$ cat config.mk
export PLATFORM = sky130hd
export DESIGN_NAME = ifd_core
export DESIGN_NICKNAME = d
export VERILOG_FILES = /design/src/ifd_pkg.sv /design/src/ifd_core.sv
export SDC_FILE = /design/constraint.sdc
export NUM_CORES = 1
export LEC_CHECK = 0
export ABC_CLOCK_PERIOD_IN_PS = 3650
export BUFFER_PORTS_ARGS = -buffer_cell sky130_fd_sc_hd__buf_2
export CAP_MARGIN = 15
export CORE_AREA = 2 2 83 65
export DETAILED_ROUTE_END_ITERATION = 10
export DIE_AREA = 0 0 85 67
export PLACE_DENSITY = 0.82
export SLEW_MARGIN = 10
export SYNTH_ARGS = -nofsm -noshare
export SYNTH_HDL_FRONTEND = slang
export SYNTH_SLANG_ARGS = --single-unit
$ cat constraint.sdc
create_clock -name mclk -period 3.65 [get_ports mclk]
set_input_delay 0 -clock mclk [delete_from_list [all_inputs] [get_ports mclk]]
set_output_delay 0 -clock mclk [all_outputs]
set_load 0.05 [all_outputs]
$ cat src/ifd_pkg.sv
package ifd_pkg;
    localparam int WORD_W = 14;
    localparam int FADDR_W = 7;
    localparam int BITPOS_W = 3;
    localparam int LIT8_W = 8;
    localparam int LIT11_W = 11;
    localparam int DATA_W = 8;
    // field positions inside the instruction word
    localparam int CAT_MSB = 13;
    localparam int CAT_LSB = 12;
    localparam int DEST_POS = 7;
    localparam int BITPOS_LSB = 7;
    localparam int SUBOP_MSB = 11;
    localparam int SUBOP_LSB = 8;
    // categories from the two top bits
    localparam logic [1:0] CAT_BYTE = 2'h0;
    localparam logic [1:0] CAT_BIT = 2'h1;
    localparam logic [1:0] CAT_JUMP = 2'h2;
    localparam logic [1:0] CAT_LIT = 2'h3;
    // sub-opcodes; the decoder uses all but BIT_TSTC and BIT_TSTS
    localparam logic [3:0] SUB_MISC = 4'h0;
    localparam logic [3:0] SUB_CLR = 4'h1;
    localparam logic [3:0] SUB_DECSZ = 4'hb;
    localparam logic [3:0] SUB_INCSZ = 4'hf;
    localparam logic [1:0] BIT_TSTC = 2'h2;
    localparam logic [1:0] BIT_TSTS = 2'h3;
    localparam logic [1:0] LIT_RETLW = 2'h1;
    localparam logic [7:0] MISC_RETURN = 8'h08;
    localparam logic [7:0] MISC_RETFIE = 8'h09;
    // timing
    localparam int OSC_PER_CYCLE = 4;
    localparam int PH_W = 2;
    localparam logic [PH_W-1:0] PH_RESET = 2'h0;
    localparam logic [PH_W-1:0] PH_LAST = 2'h3;
    localparam logic [WORD_W-1:0] NOP_WORD = 14'h0000;
    typedef enum logic [1:0] {
        IFD_NORMAL = 2'b00,
        IFD_FLUSH = 2'b01
    } ifd_mode_t;
endpackage : ifd_pkg

$ cat src/ifd_core.sv
`timescale 1ns/1ns
`default_nettype none
module ifd_core (
    // clock and reset
    input wire logic mclk,
    input wire logic rst_n,
    // instruction fetch
    input wire logic [ifd_pkg::WORD_W-1:0] insnWord,
    output logic fetchStrobe,
    // execute feedback
    input wire logic condTrue,
    input wire logic [ifd_pkg::DATA_W-1:0] regReadData,
    input wire logic [ifd_pkg::DATA_W-1:0] aluResult,
    // decoded instruction
    output logic [1:0] category,
    output logic [ifd_pkg::FADDR_W-1:0] regAddr,
    output logic destToReg,
    output logic [ifd_pkg::BITPOS_W-1:0] bitPos,
    output logic [ifd_pkg::DATA_W-1:0] bitMask,
    output logic [ifd_pkg::LIT8_W-1:0] lit8,
    output logic [ifd_pkg::LIT11_W-1:0] lit11,
    output logic flushCycle,
    // register file and accumulator access
    output logic regRead,
    output logic regWrite,
    output logic accWrite,
    output logic [ifd_pkg::DATA_W-1:0] writeData,
    output logic [ifd_pkg::DATA_W-1:0] latchedRead
);
    import ifd_pkg::*;

    typedef struct packed {
        logic [PH_W-1:0] phase;
        ifd_mode_t mode;
        logic [WORD_W-1:0] word;
        logic [DATA_W-1:0] rdData;
        logic fetch;
        logic rd;
        logic wrReg;
        logic wrAcc;
        logic [DATA_W-1:0] wdata;
    } ifd_state_t;

    ifd_state_t st;
    ifd_state_t next_st;

    // one-hot mask for a bit position, used only by the bitMask output
    function automatic logic [DATA_W-1:0] bit_onehot(
        input logic [BITPOS_W-1:0] pos
    );
        bit_onehot = 8'h01 << pos;
    endfunction : bit_onehot

    logic [1:0] cat;
    logic [3:0] subOp;
    logic hasReg;
    logic toReg;
    logic endsFlow;
    logic condInsn;
    // taken branch or true skip: the next fetched word is dropped
    logic flushCause;

    always_comb begin
        cat = st.word[CAT_MSB:CAT_LSB];
        subOp = st.word[SUBOP_MSB:SUBOP_LSB];
        hasReg = 1'b0;
        toReg = 1'b0;
        endsFlow = 1'b0;
        condInsn = 1'b0;
        case (cat)
            CAT_BYTE: begin
                // misc group holds word-only ops; bit 7 marks register move
                if (subOp == SUB_MISC) begin
                    hasReg = st.word[DEST_POS];
                    toReg = st.word[DEST_POS];
                    endsFlow = (st.word[7:0] == MISC_RETURN)
                        || (st.word[7:0] == MISC_RETFIE);
                end else if (subOp == SUB_CLR) begin
                    hasReg = st.word[DEST_POS];
                    toReg = st.word[DEST_POS];
                end else begin
                    hasReg = 1'b1;
                    toReg = st.word[DEST_POS];
                end
                condInsn = (subOp == SUB_DECSZ) || (subOp == SUB_INCSZ);
            end
            CAT_BIT: begin
                hasReg = 1'b1;
                toReg = !st.word[SUBOP_MSB];
                condInsn = st.word[SUBOP_MSB];
            end
            CAT_JUMP: begin
                endsFlow = 1'b1;
            end
            CAT_LIT: begin
                // ignores don't-care bits of movlw/retlw/addlw/sublw
                endsFlow = (st.word[SUBOP_MSB:10] == LIT_RETLW);
            end
            default: begin
                hasReg = 1'b0;
            end
        endcase
    end

    always_comb begin
        next_st = st;
        next_st.fetch = 1'b0;
        next_st.rd = 1'b0;
        next_st.wrReg = 1'b0;
        next_st.wrAcc = 1'b0;
        next_st.phase = st.phase + 2'h1;
        if (st.phase == PH_LAST) begin
            next_st.fetch = 1'b1;
            // a flushed cycle drops the prefetched word
            if (st.mode == IFD_NORMAL && flushCause) begin
                next_st.mode = IFD_FLUSH;
                next_st.word = NOP_WORD;
            end else begin
                next_st.mode = IFD_NORMAL;
                next_st.word = insnWord;
            end
        end
        if (st.mode == IFD_NORMAL && hasReg) begin
            // read always precedes the write, also for clear ops
            if (st.phase == 2'h1) begin
                next_st.rd = 1'b1;
            end
            if (st.phase == 2'h2) begin
                next_st.rdData = regReadData;
            end
        end
        if (st.mode == IFD_NORMAL && st.phase == 2'h2) begin
            next_st.wdata = aluResult;
            // port rewrite here is what clears its change mismatch
            next_st.wrReg = hasReg && toReg;
            // skip-if-zero ops with d=0 still put their result in W
            next_st.wrAcc = !toReg && cat != CAT_JUMP
                && cat != CAT_BIT;
        end
    end

    always_ff @(posedge mclk or negedge rst_n) begin
        if (!rst_n) begin
            st <= '{phase: PH_RESET, mode: IFD_FLUSH, word: NOP_WORD,
                    rdData: 8'h00, fetch: 1'b0, rd: 1'b0, wrReg: 1'b0,
                    wrAcc: 1'b0, wdata: 8'h00};
        end else begin
            st <= next_st;
        end
    end

    assign flushCause = endsFlow || (condInsn && condTrue);
    assign fetchStrobe = st.fetch;
    assign category = cat;
    assign regAddr = st.word[FADDR_W-1:0];
    assign destToReg = toReg;
    assign bitPos = st.word[BITPOS_LSB+BITPOS_W-1:BITPOS_LSB];
    assign bitMask = bit_onehot(bitPos);
    assign lit8 = st.word[LIT8_W-1:0];
    assign lit11 = st.word[LIT11_W-1:0];
    assign flushCycle = (st.mode == IFD_FLUSH);
    assign regRead = st.rd;
    assign regWrite = st.wrReg;
    assign accWrite = st.wrAcc;
    assign writeData = st.wdata;
    assign latchedRead = st.rdData;
endmodule : ifd_core
`default_nettype wire

==> Yosys cells after proc, flatten, opt, wreduce, memory -nomap -nowiden <==
Index checks and enable logic that the tools add are counted.
{ "word_totals": {"reg_bits": 38, "input_bits": 33, "out_inout_bits": 61, "word_cells": 54} }
{ "classes": {"add_sub_neg": 1, "eq_ne": 15, "shift": 1, "mux": 12, "n_reduce_logical": 16} }
{ "op_table": {"columns": ["cell", "n"], "rows": [
  ["equality test 8 x 4 -> 1 bit (second input constant)", 2],
  ["two-way mux 15 bit", 1],
  ["two-way mux 10 bit", 1],
  ["equality test 2 x 1 -> 1 bit (second input constant)", 4],
  ["equality test 2 bit (second input constant)", 4],
  ["equality test 4 bit (second input constant)", 2],
  ["<< shifter 1 x 3 -> 8 bit (first input constant)", 1],
  ["logical AND 1 bit", 7],
  ["two-way mux 1 bit", 6],
  ["case mux 1 bit (2 select lines)", 3],
  ["equality test 4 x 1 -> 1 bit (second input constant)", 1],
  ["logical NOT 2 bit", 2],
  ["logical NOT 4 bit", 1],
  ["logical OR 1 bit", 3],
  ["case mux 1 bit (3 select lines)", 1],
  ["adder 2 x 1 -> 2 bit (second input constant)", 1],
  ["logical NOT 1 bit", 2],
  ["!= test 2 x 1 -> 1 bit (second input constant)", 1],
  ["!= test 2 bit (second input constant)", 1],
  ["AND reduction 2 bit", 1]
]} }

==> Logic depth before layout (Yosys ltp) <==
{ "logic_depth": {"ltp_word": 7, "mapped_depth": 7, "mapped_depth_nobuf": 5} }

==> Least setup slack after synthesis <==
OpenSTA, ideal clock, no wires.
{ "synth_path": {"path_type": "flip-flop to output port", "startpoint": "reg st (netlist bit bitPos[0])", "endpoint": "out bitMask[1] (netlist bit)", "arrival_ps": 1833, "required_time_ps": 3650, "slack_ps": 1817, "stages_incl_launch_ff": 3, "n_path_buf": 1, "path_cell_list": "dfrtp_1 clkbuf_1 nor3b_1"} }
{ "synth_via": {"elab_chain_cells": 1} }
{ "synth_lines": {"columns": ["element", "line_no", "rtl"], "rows": [
  ["start: declaration", "ifd_core.sv:44", "ifd_state_t st;"],
  ["start signal: assignment", "ifd_core.sv:144", "st <= '{phase: PH_RESET, mode: IFD_FLUSH, word: NOP_WORD,"],
  ["start signal: assignment", "ifd_core.sv:148", "st <= next_st;"],
  ["<< shifter 1 x 3 -> 8 bit", "ifd_core.sv:51", "bit_onehot = 8'h01 << pos;"],
  ["end: declaration", "ifd_core.sv:19", "output logic [ifd_pkg::DATA_W-1:0] bitMask,"]
]} }
Every way passes these cells.

==> Worst setup path after layout <==
{ "layout_path": {"startpoint": "reg st[36] (netlist bit)", "endpoint": "reg st (netlist bit category[0])"} }
{ "layout_via": {"elab_chain_cells": 1} }
{ "layout_lines": {"columns": ["element", "line_no", "rtl"], "rows": [
  ["equality test 2 bit", "ifd_core.sv:112", "if (st.phase == PH_LAST) begin"]
]} }
Every way passes these cells.
A chain may end at the register's enable or synchronous reset.

==> impl_metrics.toml <==
[run_status]
status = "finished, final reports clean"

[yosys]
post_synth_instance_area_sq_um = 2110
ys.warnings.count = 0
synth.yosys.seq_area_share = 0.439
synth.distinct_cells = 34
synth_area_leader_cell = "sky130_fd_sc_hd__dfrtp_1"
ys_ff_latch = 37
async_flop_share = 1.00
synth_edf_count = 0
yosys-top-cells-area = "sky130_fd_sc_hd__dfrtp_1 43%, sky130_fd_sc_hd__buf_4 17%, sky130_fd_sc_hd__mux2_2 15%"
top_cell_type_s_share_of_synthesized_area = 0.427
most_frequently_used_flop_master_after_synthesis = "sky130_fd_sc_hd__dfrtp_1"
postSynthAreaPerCell_sq_um = 11.1
synthesis.instances = 191
mappedNetlistNets = 227

[timing]
hold_viol = 0
worst_pin_slew_ns = 0.915
finalSetupTns_ns = 0
clock.fmax_mhz = 457
finalMaxSlewViolations = 0
relSlewSlack = 0.389
final_period_minus_worst_setup_slack_ns = 2.19
skew_ns = 0.00554
rsz0062_at_grt = "false"
setup_violations = 0
final_clock_period_utilization_by_the_worst_path = 0.600

[pwr]
intPower_mw = 0.831
power.share.clock = 0.176
vdd_ir_drop_max_v = 0.000337
p_seq_frac = 0.359
p_per_area_nw_per_um2 = 638
power.switching_fraction = 0.475
net_switching_power_mw = 0.751
comb_power_frac = 0.465
power.static_leakage_nw = 1.30

[grt]
grt_remaining_overflow = 0
via_count_of_the_first_global_routing_pass = 1359
grt_antenna_before_repair = 0
grt_pass1_wl_um = 6470
pin_count_of_the_biggest_net_entering_global_routing = 38
grt_util_all_layers = 0.146

[placed_design]
detailed_place_hpwl_um = 2880
io_buffer_count = 93
dpl.cell_count = 288
gp_congestion = 0.727

[cells_and_area]
diodes = 0
syn2layout_area_growth_pct = 17.5
layout.filler_cells = 451
final_layout_size_suffix_gt1_frac = 0.556
final_net_count = 288
finalNonFillerCells = 312

[setup_path]
critPathSlowestCell = "sky130_fd_sc_hd__ha_1"
critical-path-max-stage-delay_ns = 0.68
crit_arrival_ns = 2.32
timing.critical_path.cells = "ha_1, nor4b_4, nand4_2, nor3b_1"
setup.worst_path.class = "reg2reg"
start_kind = "flop"
critical_path_peak_fanout = 18
end_kind = "flop"
required_ns = 3.78

[floorplan]
die_h_um = 67
die_area_sq_um = 5700
ioPinCount = 94
placeableCoreArea_sq_um = 4820
dieWidth_um = 85
std_cell_rows = 22
start_util = 0.438

[clocking]
cts_buffers = 5
cts_max_path_buffers = 2
htreeDepth = 2
clk-insertion-delay-late_ns = 0.27
clock_sinks = 37
root_buffer = "sky130_fd_sc_hd__clkbuf_8"
clkTransAtPathRegs_ns = 0.07
cts_tree = "built"

[flow_run]
max_cap_violations = 0

[min_path]
path_category_of_the_worst_min_delay_check = "in2reg"

[detailed_routing]
wirelength_um = 4130
drtPass1Iterations = 4
post-route-drc-count = 0
drt.antenna.violating_nets = 0
post_drt_wl_per_cell_um = 13.2
via_count = 1431
number_of_violations_reported_at_the_end_of_detailed_routing_iteration_0 = 61
route.detailed.vias_per_inst = 4.59
## cells in the mapped netlist (all sizes together), types with 3 or more instances
cell type / number
clkbuf: 3
dfrtp: 36
nor3: 4
mux2: 29
nor2: 17
a21oi: 4
ha: 3
nand2: 16
and3b: 3
inv: 4
nor3b: 4
buf: 53
## sequential cells by signal, summed over array words and instances, names as in the netlist
signal       cells
bitPos           3
accWrite         1
fetchStrobe      1
regRead          1
writeData        8
category         2
st               4
lit11            8
regWrite         1
latchedRead      8
## final timing paths
path / start / end / slack (ns) / cells after the start
worst max-delay path: st[36]$_DFF_PN0_ / category[0]$_DFFE_PN0P_ / 1.46 / 4
worst min-delay path: insnWord[12] / category[0]$_DFFE_PN0P_ / 0.04 / 3
worst max register to register: st[36]$_DFF_PN0_ / category[0]$_DFFE_PN0P_ / 1.46 / 4
worst min register to register: st[36]$_DFF_PN0_ / st[36]$_DFF_PN0_ / 0.50 / 1
max in group asynchronous: rst_n / bitPos[2]$_DFFE_PN0P_ / 2.78 / 2
min in group asynchronous: rst_n / bitPos[1]$_DFFE_PN0P_ / 0.36 / 2
## layout make-up
| class | count | area, sq um | share of cell area |
|---|---|---|---|
| Clock buffer | 7 | 86.3 | 0.0348 |
| Timing Repair Buffer | 110 | 636 | 0.256 |
| Inverter | 4 | 15.0 | 0.00605 |
| Tap cell | 60 | 75.1 | 0.0303 |
| Multi-Input combinational cell | 94 | 742 | 0.299 |
| Sequential cell | 37 | 927 | 0.374 |
## per-stage QoR
step                total power [mW]  utilization  hold slack, ns  instance area (sq um)  worst slack [ns]
finish                          1.58        0.515          0.0442                   2480              1.46
global route                    1.66        0.515          0.0709                   2480              1.32
CTS                             1.60        0.515          0.0427                   2480              1.45
detailed placement              1.30        0.462           0.153                   2220              1.46
global placement                1.29        0.462           0.143                   2220              1.56
floorplan                       1.29            -          -0.296                   2110              1.82
## worst max-delay path: cells and delay by family, from the launching register on
family	cells	cell delay [ns]
adder cells (fa/ha/maj)	1	0.68
flip-flops	1	0.38
AND/OR/NAND/NOR	3	0.98
## timing repair
item	in CTS	in global routing
hold endpoints to repair	52	0
gates resized for setup	0	0
hold buffers	17	0
buffers inserted	0	0
endpoints found under the setup margin	0	0
## routing by layer
metal | routed length (um) | global-route usage | up-vias
met3 | 293 | 0.0434 | 0
met2 | 2030 | 0.241 | 52
li1 | - | - | 698
met1 | 1810 | 0.187 | 681
met4 | 0 | 0.0417 | 0
met5 | 0 | 0 | -
## logic make-up (layout without fill, tap and decap cells)
family	count (synthesis)	in the layout	share of synthesized area
buffers and inverters	60	121	0.209
adders and majority gates	3	3	0.0178
DFF	37	37	0.439
muxes	30	30	0.161
and+or+nand+nor	55	55	0.153
AOI/OAI and AO/OA	6	6	0.0196
## cells in the final DEF (no fill, tap or decap), types with 2 or more instances in the layout
cell type                       count
sky130_fd_sc_hd__inv_1              4
sky130_fd_sc_hd__mux2_2            28
sky130_fd_sc_hd__and3b_2            2
sky130_fd_sc_hd__dfrtp_1           36
sky130_fd_sc_hd__clkbuf_8           6
sky130_fd_sc_hd__nor2b_1            2
sky130_fd_sc_hd__nor2_1            17
sky130_fd_sc_hd__buf_2             93
sky130_fd_sc_hd__nand2_4            2
sky130_fd_sc_hd__ha_1               3
sky130_fd_sc_hd__dlygate4sd3_1     17
sky130_fd_sc_hd__a21oi_1            2
sky130_fd_sc_hd__nand2b_1           2
sky130_fd_sc_hd__a21oi_2            2
sky130_fd_sc_hd__nand2_1           14
sky130_fd_sc_hd__nor3b_1            4
sky130_fd_sc_hd__nor3_1             3
## power by group through the flow
stage          Clock, mW  Sequential (mW)  Combinational (mW)
3_3_place_gp           0            0.571               0.721
6_report           0.278            0.568               0.737
5_1_grt            0.310            0.583               0.769
3_5_place_dp           0            0.577               0.727
4_1_cts            0.292            0.569               0.742
2_1_floorplan          0            0.554               0.740
Note: power is estimated with default switching activity, not from simulation.
